<file path="config.mk">
export PLATFORM = sky130hd
export DESIGN_NAME = t8pw_timer
export DESIGN_NICKNAME = d
export VERILOG_FILES = /design/src/rtl/t8pw_prescaler.v /design/src/rtl/t8pw_timer.v
export VERILOG_INCLUDE_DIRS = /design/src /design/src/rtl
export SDC_FILE = /design/constraint.sdc
export NUM_CORES = 1
export LEC_CHECK = 0
export BUFFER_PORTS_ARGS = -buffer_cell sky130_fd_sc_hd__buf_4
export CORE_MARGIN = 4
export CORE_UTILIZATION = 46
export DETAILED_ROUTE_END_ITERATION = 8
export GPL_ROUTABILITY_DRIVEN = 0
export PLACE_DENSITY = 0.65
export SYNTH_ARGS = -nofsm -noshare
export SYNTH_HDL_FRONTEND = slang
export SYNTH_HIERARCHICAL = 1
export SYNTH_SLANG_ARGS = --single-unit
</file>
<file path="constraint.sdc">
create_clock -name clk -period 2.95 [get_ports clk]
set_clock_uncertainty 0.15 [all_clocks]
set_input_delay 0.59 -clock clk [delete_from_list [all_inputs] [get_ports clk]]
set_output_delay 0.59 -clock clk [all_outputs]
set_load 0.01 [all_outputs]
</file>
<file path="src/rtl/t8pw_defs.vh">
/*
 * Shared constants of the 8-bit timer output compare and PWM block:
 * register indices, field positions, mode and action codes, prescale figures.
 * Assumes it is included by bare name from every design file that needs it.
 */
`ifndef T8PW_DEFS_VH
`define T8PW_DEFS_VH

// ****************************************
// Register indices on the 2-bit address port
// ****************************************
`define T8PW_ADDR_CTRL       2'h0
`define T8PW_ADDR_COUNT      2'h1
`define T8PW_ADDR_COMPARE    2'h2
`define T8PW_ADDR_FLAGS      2'h3

// ****************************************
// Control register fields
// ****************************************
`define T8PW_CS_LSB          0
`define T8PW_CS_MSB          2
`define T8PW_WGM_LSB         3
`define T8PW_WGM_MSB         4
`define T8PW_COM_LSB         5
`define T8PW_COM_MSB         6
`define T8PW_FORCE_BIT       7

// ****************************************
// Flag register fields
// ****************************************
`define T8PW_OVF_BIT         0
`define T8PW_CMF_BIT         1

// ****************************************
// Waveform modes and output actions
// ****************************************
`define T8PW_WGM_NORMAL      2'h0
`define T8PW_WGM_PHASE       2'h1
`define T8PW_WGM_CTC         2'h2
`define T8PW_WGM_FAST        2'h3
`define T8PW_COM_OFF         2'h0
`define T8PW_COM_TOGGLE      2'h1
`define T8PW_COM_CLEAR       2'h2
`define T8PW_COM_SET         2'h3

// ****************************************
// Counter limits and clock sources
// ****************************************
`define T8PW_MAX             8'hFF
`define T8PW_BOTTOM          8'h00
`define T8PW_CS_STOP         3'h0
`define T8PW_CS_DIV1         3'h1
`define T8PW_CS_DIV8         3'h2
`define T8PW_CS_DIV64        3'h3
`define T8PW_CS_DIV256       3'h4
`define T8PW_CS_DIV1024      3'h5
`define T8PW_PRE_WIDTH       10
`define T8PW_PRE_MASK8       10'h007
`define T8PW_PRE_MASK64      10'h03F
`define T8PW_PRE_MASK256     10'h0FF
`define T8PW_PRE_MASK1024    10'h3FF

`endif

</file>
<file path="src/rtl/t8pw_prescaler.v">
/*
 * Prescaler: turns the system clock into a one-cycle timer tick enable.
 * Assumes the clock source code is held stable by the register logic.
 */
`timescale 1ns/100ps
`include "t8pw_defs.vh"

module t8pw_prescaler (
    // Clock and reset
    input  wire       clk,
    input  wire       reset,
    // Selection
    input  wire [2:0] clock_source,
    // Timer tick enable
    output reg        tick
);

    reg  [`T8PW_PRE_WIDTH-1:0] pre_count;
    reg                        next_tick;

    // ****************************************
    // Free-running divider
    // ****************************************
    // Shared divider is never restarted, so the first tick after a start may be early
    always @(posedge clk or posedge reset) begin
        if (reset) begin
            pre_count <= {`T8PW_PRE_WIDTH{1'b0}};
            tick      <= 1'b0;
        end else begin
            pre_count <= pre_count + {{(`T8PW_PRE_WIDTH-1){1'b0}}, 1'b1};
            tick      <= next_tick;
        end
    end

    always @* begin
        case (clock_source)
            `T8PW_CS_DIV1:    next_tick = 1'b1;
            `T8PW_CS_DIV8:    next_tick = (pre_count & `T8PW_PRE_MASK8) == `T8PW_PRE_MASK8;
            `T8PW_CS_DIV64:   next_tick = (pre_count & `T8PW_PRE_MASK64) == `T8PW_PRE_MASK64;
            `T8PW_CS_DIV256:  next_tick = (pre_count & `T8PW_PRE_MASK256) == `T8PW_PRE_MASK256;
            `T8PW_CS_DIV1024: next_tick = pre_count == `T8PW_PRE_MASK1024;
            default:          next_tick = 1'b0;
        endcase
    end

endmodule // t8pw_prescaler

</file>
<file path="src/rtl/t8pw_timer.v">
/*
 * 8-bit timer with output compare: counter, buffered compare value,
 * force strobe, match blocking, clear-on-match toggling and fast PWM.
 * Assumes a single 40 MHz clock, synchronous inputs and a CPU that uses
 * one-cycle read and write strobes with read data taken one cycle later.
 */
// The address-and-strobe port and the address map were left to the implementer.
// Functional notes
// - compare value buffered only in PWM modes
// - buffer loads active compare at counter bottom
// - CPU reaches buffer or active per mode
// - force strobe acts like match, non-PWM only
// - count write blocks match next timer tick
// - output level kept across mode changes
// - output action bits act at once
// - late compare write waits for wraparound
// - action one toggles output per match
// - pin driven only when direction output
// - prescale 1, 8, 64, 256, 1024
// - overflow flag set on max-to-zero pass
// - mode three is fast PWM
// - fast PWM clears counter after max
// - fast PWM clear/set at match and bottom
// - match sets flag at next tick
// - flag cleared by acknowledge or writing one
// - count write beats clear and count
// - clock source zero stops the timer
`timescale 1ns/100ps
`include "t8pw_defs.vh"

module t8pw_timer (
    // Clock and reset
    input  wire       clk,
    input  wire       reset,
    // Register port
    input  wire [1:0] addr,
    input  wire [7:0] wdata,
    input  wire       wr,
    input  wire       rd,
    output reg  [7:0] rdata,
    // Interrupt acknowledges
    input  wire       overflow_ack,
    input  wire       compare_ack,
    // Flags
    output reg        overflow_flag,
    output reg        compare_match_flag,
    // Port pin
    input  wire       pin_dir_out,
    input  wire       port_value,
    output reg        pin_out,
    output reg        pin_oe
);

    // ****************************************
    // Decoding functions
    // ****************************************
    function is_pwm;
        input [1:0] mode;
        begin
            is_pwm = (mode == `T8PW_WGM_PHASE) || (mode == `T8PW_WGM_FAST);
        end
    endfunction

    // New level on a non-PWM match or force
    function match_level;
        input [1:0] action;
        input       level;
        begin
            case (action)
                `T8PW_COM_TOGGLE: match_level = ~level;
                `T8PW_COM_CLEAR:  match_level = 1'b0;
                `T8PW_COM_SET:    match_level = 1'b1;
                default:          match_level = level;
            endcase
        end
    endfunction

    // Whether the compare output replaces the port value
    function pin_connected;
        input [1:0] mode;
        input [1:0] action;
        begin
            if (action == `T8PW_COM_OFF) begin
                pin_connected = 1'b0;
            end else if (is_pwm(mode) && action == `T8PW_COM_TOGGLE) begin
                pin_connected = 1'b0;
            end else begin
                pin_connected = 1'b1;
            end
        end
    endfunction

    // ****************************************
    // State
    // ****************************************
    reg  [2:0] clock_source_field;
    reg  [1:0] waveform_mode_field;
    reg  [1:0] output_action_field;
    reg  [7:0] count_value;
    reg  [7:0] compare_value;
    reg  [7:0] compare_buffer;
    reg        compare_output;
    reg        block_match;
    wire       tick;

    // ****************************************
    // Decode
    // ****************************************
    wire       ctrl_wr      = wr && (addr == `T8PW_ADDR_CTRL);
    wire       count_wr     = wr && (addr == `T8PW_ADDR_COUNT);
    wire       compare_wr   = wr && (addr == `T8PW_ADDR_COMPARE);
    wire       flags_wr     = wr && (addr == `T8PW_ADDR_FLAGS);
    wire       pwm_on       = is_pwm(waveform_mode_field);
    wire       fast_on      = waveform_mode_field == `T8PW_WGM_FAST;
    wire       ctc_on       = waveform_mode_field == `T8PW_WGM_CTC;
    wire       at_max       = count_value == `T8PW_MAX;
    // A pending count write or one in this very cycle hides the match
    wire       match        = (count_value == compare_value) && !block_match
                              && !count_wr;
    wire       count_step   = tick && !count_wr;
    wire       wrap         = count_step && at_max;
    wire [1:0] new_mode     = wdata[`T8PW_WGM_MSB:`T8PW_WGM_LSB];
    wire [1:0] new_action   = wdata[`T8PW_COM_MSB:`T8PW_COM_LSB];
    wire       force_hit    = ctrl_wr && wdata[`T8PW_FORCE_BIT]
                              && !is_pwm(new_mode);

    // ****************************************
    // Timer clock
    // ****************************************
    t8pw_prescaler u_prescaler (
        .clk          (clk),
        .reset        (reset),
        .clock_source (clock_source_field),
        .tick         (tick)
    );

    // ****************************************
    // Control register
    // ****************************************
    always @(posedge clk or posedge reset) begin
        if (reset) begin
            clock_source_field  <= `T8PW_CS_STOP;
            waveform_mode_field <= `T8PW_WGM_NORMAL;
            output_action_field <= `T8PW_COM_OFF;
        end else if (ctrl_wr) begin
            clock_source_field  <= wdata[`T8PW_CS_MSB:`T8PW_CS_LSB];
            waveform_mode_field <= new_mode;
            output_action_field <= new_action;
        end
    end

    // ****************************************
    // Counter
    // ****************************************
    always @(posedge clk or posedge reset) begin
        if (reset) begin
            count_value <= `T8PW_BOTTOM;
        end else if (count_wr) begin
            count_value <= wdata;
        end else if (tick) begin
            if (ctc_on && match) begin
                count_value <= `T8PW_BOTTOM;
            end else if (fast_on && at_max) begin
                count_value <= `T8PW_BOTTOM;
            end else begin
                // A compare value below the count is passed
                count_value <= count_value + 8'h01;
            end
        end
    end

    // Count write arms the block until the next timer tick
    always @(posedge clk or posedge reset) begin
        if (reset) begin
            block_match <= 1'b0;
        end else if (count_wr) begin
            block_match <= 1'b1;
        end else if (tick) begin
            block_match <= 1'b0;
        end
    end

    // ****************************************
    // Compare value and its buffer
    // ****************************************
    always @(posedge clk or posedge reset) begin
        if (reset) begin
            compare_buffer <= 8'h00;
        end else if (compare_wr) begin
            compare_buffer <= wdata;
        end
    end

    // Loading only at bottom keeps every PWM period whole
    always @(posedge clk or posedge reset) begin
        if (reset) begin
            compare_value <= 8'h00;
        end else if (compare_wr && !pwm_on) begin
            compare_value <= wdata;
        end else if (pwm_on && wrap) begin
            compare_value <= compare_buffer;
        end
    end

    // ****************************************
    // Flags
    // ****************************************
    // Hardware set wins over a clear in the same cycle
    always @(posedge clk or posedge reset) begin
        if (reset) begin
            overflow_flag <= 1'b0;
        end else if (wrap) begin
            overflow_flag <= 1'b1;
        end else if (overflow_ack || (flags_wr && wdata[`T8PW_OVF_BIT])) begin
            overflow_flag <= 1'b0;
        end
    end

    always @(posedge clk or posedge reset) begin
        if (reset) begin
            compare_match_flag <= 1'b0;
        end else if (tick && match) begin
            compare_match_flag <= 1'b1;
        end else if (compare_ack || (flags_wr && wdata[`T8PW_CMF_BIT])) begin
            compare_match_flag <= 1'b0;
        end
    end

    // ****************************************
    // Waveform output
    // ****************************************
    // Mode changes never touch this register
    always @(posedge clk or posedge reset) begin
        if (reset) begin
            compare_output <= 1'b0;
        end else if (force_hit) begin
            compare_output <= match_level(new_action, compare_output);
        end else if (tick) begin
            if (fast_on) begin
                if (wrap && output_action_field == `T8PW_COM_CLEAR) begin
                    compare_output <= 1'b1;
                end else if (wrap && output_action_field == `T8PW_COM_SET) begin
                    compare_output <= 1'b0;
                end else if (match && output_action_field == `T8PW_COM_CLEAR) begin
                    compare_output <= 1'b0;
                end else if (match && output_action_field == `T8PW_COM_SET) begin
                    compare_output <= 1'b1;
                end
            end else if (!pwm_on && match) begin
                // Action bits used live, not latched with the compare value
                compare_output <= match_level(output_action_field,
                                              compare_output);
            end
        end
    end

    // ****************************************
    // Pin drive
    // ****************************************
    always @(posedge clk or posedge reset) begin
        if (reset) begin
            pin_out <= 1'b0;
            pin_oe  <= 1'b0;
        end else begin
            pin_oe  <= pin_dir_out;
            if (pin_connected(waveform_mode_field, output_action_field)) begin
                pin_out <= compare_output;
            end else begin
                pin_out <= port_value;
            end
        end
    end

    // ****************************************
    // Read port
    // ****************************************
    always @(posedge clk or posedge reset) begin
        if (reset) begin
            rdata <= 8'h00;
        end else if (rd) begin
            case (addr)
                `T8PW_ADDR_CTRL:    rdata <= {1'b0, output_action_field,
                                              waveform_mode_field, clock_source_field};
                `T8PW_ADDR_COUNT:   rdata <= count_value;
                `T8PW_ADDR_COMPARE: rdata <= pwm_on ? compare_buffer
                                                    : compare_value;
                `T8PW_ADDR_FLAGS:   rdata <= {6'h00, compare_match_flag, overflow_flag};
                default:            rdata <= 8'h00;
            endcase
        end else begin
            rdata <= 8'h00;
        end
    end

endmodule // t8pw_timer

</file>
==> metrics <==
Synth Flop Type dfrtp_1; io pins 30; TritonCTS buffer count 5; initial antenna violation count 0; Slew Viols, Final 0; share of the synthesized area in the top cell type 45.9%; CP max FO 8; via count of the first global-routing pass between 2000 and 2500; status finished clean; final setup margin 537 ps; peak supply drop ~0.44 mV; final core utilization 54.1%; Setup Slack @ Placement 238 ps; Post-Synthesis Cells 302; Worst Path Arrival between 2000 and 2500 ps; Post-CTS Hold Fix Bufs 0; Clock Tree Buf Depth 2; router iterations before antenna repair 4; Worst-Margin Slew 562 ps; CP required between 2000 and 3000 ps; 1st-iter DRT viols 158; asr flop ratio synth 100%; post-DR vias/cell about 5.7; buffers added on ports 29; Placeable Area between 6000 and 7000 um2; CTS tree built; Fin. Hold Viols 0; Die Y 89.5 um; vias around 2400; HPWL after DPL around 5400 um; Chip Width 89.5 um; Finished Layout Cells 409; Setup-failing EPs final 0; Synth cell types 50; Setup crit start kind register; Hold Path Class input pin to async pin; GRT Total Usage 20.6%; Synth area leader dfrtp_1; Fmax 0.414 GHz; RR Endpoint count_value[3]$_DFFE_PP0P_; first-pass GRT wire length around 12000 um; Slew Limit Headroom between 60% and 70%; leakage 1.58 nW; clock sink total 56; Reg-to-Reg Start count_value[6]$_DFFE_PP0P_; diode count 0; Setup crit end count_value[3]$_DFFE_PP0P_; origin of the worst setup path count_value[6]$_DFFE_PP0P_; DRT Wirelength 7440 um; die area 8000 um2; Clock Pin Slew Worst Setup and Hold Paths 100 ps; largest net degree at the start of global routing 29; CP Class register to register; Tmin final about 2400 ps; Post-Syn Area 3050 um2; Yosys reg bits 56; total grt overflow 0; count leader, synth dfrtp_1; synth top area cells dfrtp_1 46%, mux2i_1 5.6%, mux2_2 4.1%; ratio of cells with drive above 1 in the final layout between 10% and 20%; initial core utilization 47.8%; H-tree levels 2; EDFF count, synth 0; DR DRC count 0; PostCTS Resize Cnt 0; CP endpoint kind register; Post-layout nets 353; wire per inst 18.2 um; setup TNS 0 ps; Ys Warns 6; Area Overhead vs Synth 13.2%; root buffer cell clkbuf_8; placed insts 401; Max-Cap Viols 0; reg2reg setup slack 540 ps; row count 29; Syn Area/Cell 10.1 um2; setup bufs post-CTS 0; Synth Net Count about 320; unrepaired setup endpoints after global routing false; commonest cells in the netlist 56 x dfrtp_1, 30 x nand2_1, 20 x a21oi_1; Final period util 81.8%; clk_lat worst skew 310 ps; P per Cell Area 719 nW/um2; FF-to-FF path depth 5; Post-DRT Antenna Nets 0; register area share after synthesis around 46%
[layout make-up]
cell class                      count  area (um2)
Timing Repair Buffer               37         278
Clock inverter                      2        13.8
Clock buffer                        6        82.6
Sequential cell                    56        1400
Tap cell                           77        96.3
Inverter                           13        48.8
Multi-Input combinational cell    218        1530
Fill cell                         573        2930
[flip-flops by register name, summed over array words and instances, names as in the netlist, 2 cells and up]
register and cells:
compare_buffer 8, output_action_field 2, waveform_mode_field 2, rdata 8
clock_source_field 3, count_value 8, compare_value 8, u_prescaler/pre_count 10
[metal layers]
| layer | up-vias | share of wire (%) | GRT usage, % |
|---|---|---|---|
| met5 | - | 0 | 0 |
| met4 | 0 | 0.65 | 4.87 |
| met3 | 5 | 8.1 | 3.96 |
| met2 | 89 | 44 | 29.9 |
| met1 | 1118 | 47 | 31.6 |
| li1 | 1139 | - | - |
[metrics by stage]
stage / total power, mW / hold slack (ps) / instance area (um2)
after floorplan: 1.75 / 273 / 3050
after global placement: 2.03 / 290 / 3360
after detailed placement: 2.04 / 293 / 3360
after CTS: 2.49 / 100 / 3450
after global routing: 2.66 / 119 / 3450
final: 2.48 / 92.9 / 3450
[where the power goes]
part | internal, mW | switching (mW)
clock | 0.193 | 0.255
combinational | 0.423 | 0.456
sequential | 0.932 | 0.226
total | 1.55 | 0.937
[how the worst min path moves through the flow]
stage | startpoint | endpoint | slack [ps] | cells after the start
5_1_grt | reset | rdata[0]$_DFF_PP0_ | 120 | 2
2_1_floorplan | u_prescaler/pre_count[0]$_DFF_PP0_ | u_prescaler/pre_count[0]$_DFF_PP0_ | 270 | 1
4_1_cts | reset | compare_buffer[1]$_DFFE_PP0P_ | 100 | 2
3_5_place_dp | u_prescaler/pre_count[0]$_DFF_PP0_ | u_prescaler/pre_count[0]$_DFF_PP0_ | 290 | 1
6_report | reset | rdata[0]$_DFF_PP0_ | 90 | 2
3_3_place_gp | u_prescaler/pre_count[0]$_DFF_PP0_ | u_prescaler/pre_count[0]$_DFF_PP0_ | 290 | 1
[worst max-delay path, stage by stage, from the launching register on]
cell	delay (ps)
dfrtp_1	500
xor2_1	210
nor4_2	540
nand4_1	460
a221oi_1	370
a21oi_1	60
[cell families after synthesis]
group | Yosys count | synth area share (%)
AO/OA/AOI/OAI | 61 | 13.2
XOR/XNOR | 15 | 4.30
buffers and inverters | 28 | 3.85
flip-flops | 56 | 45.9
multiplexers | 30 | 11.2
AND/OR/NAND/NOR | 108 | 19.9
adder cells (fa/ha/maj) | 4 | 1.64
[placed cells by master (no fill, tap or decap), types with 2 or more instances in the layout]
| cell type | netlist | routed |
|---|---|---|
| a211oi_1 | 6 | 6 |
| a21o_1 | 6 | 6 |
| a21oi_1 | 20 | 20 |
| a311oi_1 | 2 | 2 |
| a31oi_1 | 3 | 3 |
| and2_1 | 11 | 11 |
| and3_1 | 5 | 5 |
| buf_4 | 0 | 37 |
| clkbuf_8 | 0 | 6 |
| dfrtp_1 | 56 | 56 |
| ha_1 | 4 | 4 |
| inv_1 | 13 | 12 |
| mux2_2 | 11 | 11 |
| mux2i_1 | 17 | 17 |
| nand2_1 | 30 | 30 |
| nand2b_1 | 5 | 5 |
| nand3_1 | 12 | 12 |
| nand3b_1 | 2 | 2 |
| nand4_1 | 10 | 10 |
| nor2_1 | 12 | 12 |
| nor2b_1 | 6 | 6 |
| nor3_1 | 4 | 4 |
| nor3b_1 | 2 | 2 |
| o211ai_1 | 2 | 2 |
| o21ai_0 | 7 | 7 |
| o22ai_1 | 5 | 5 |
| o31ai_1 | 2 | 2 |
| xnor2_1 | 4 | 4 |
| xor2_1 | 11 | 11 |
No activity file was read; power rests on OpenSTA's default activity.
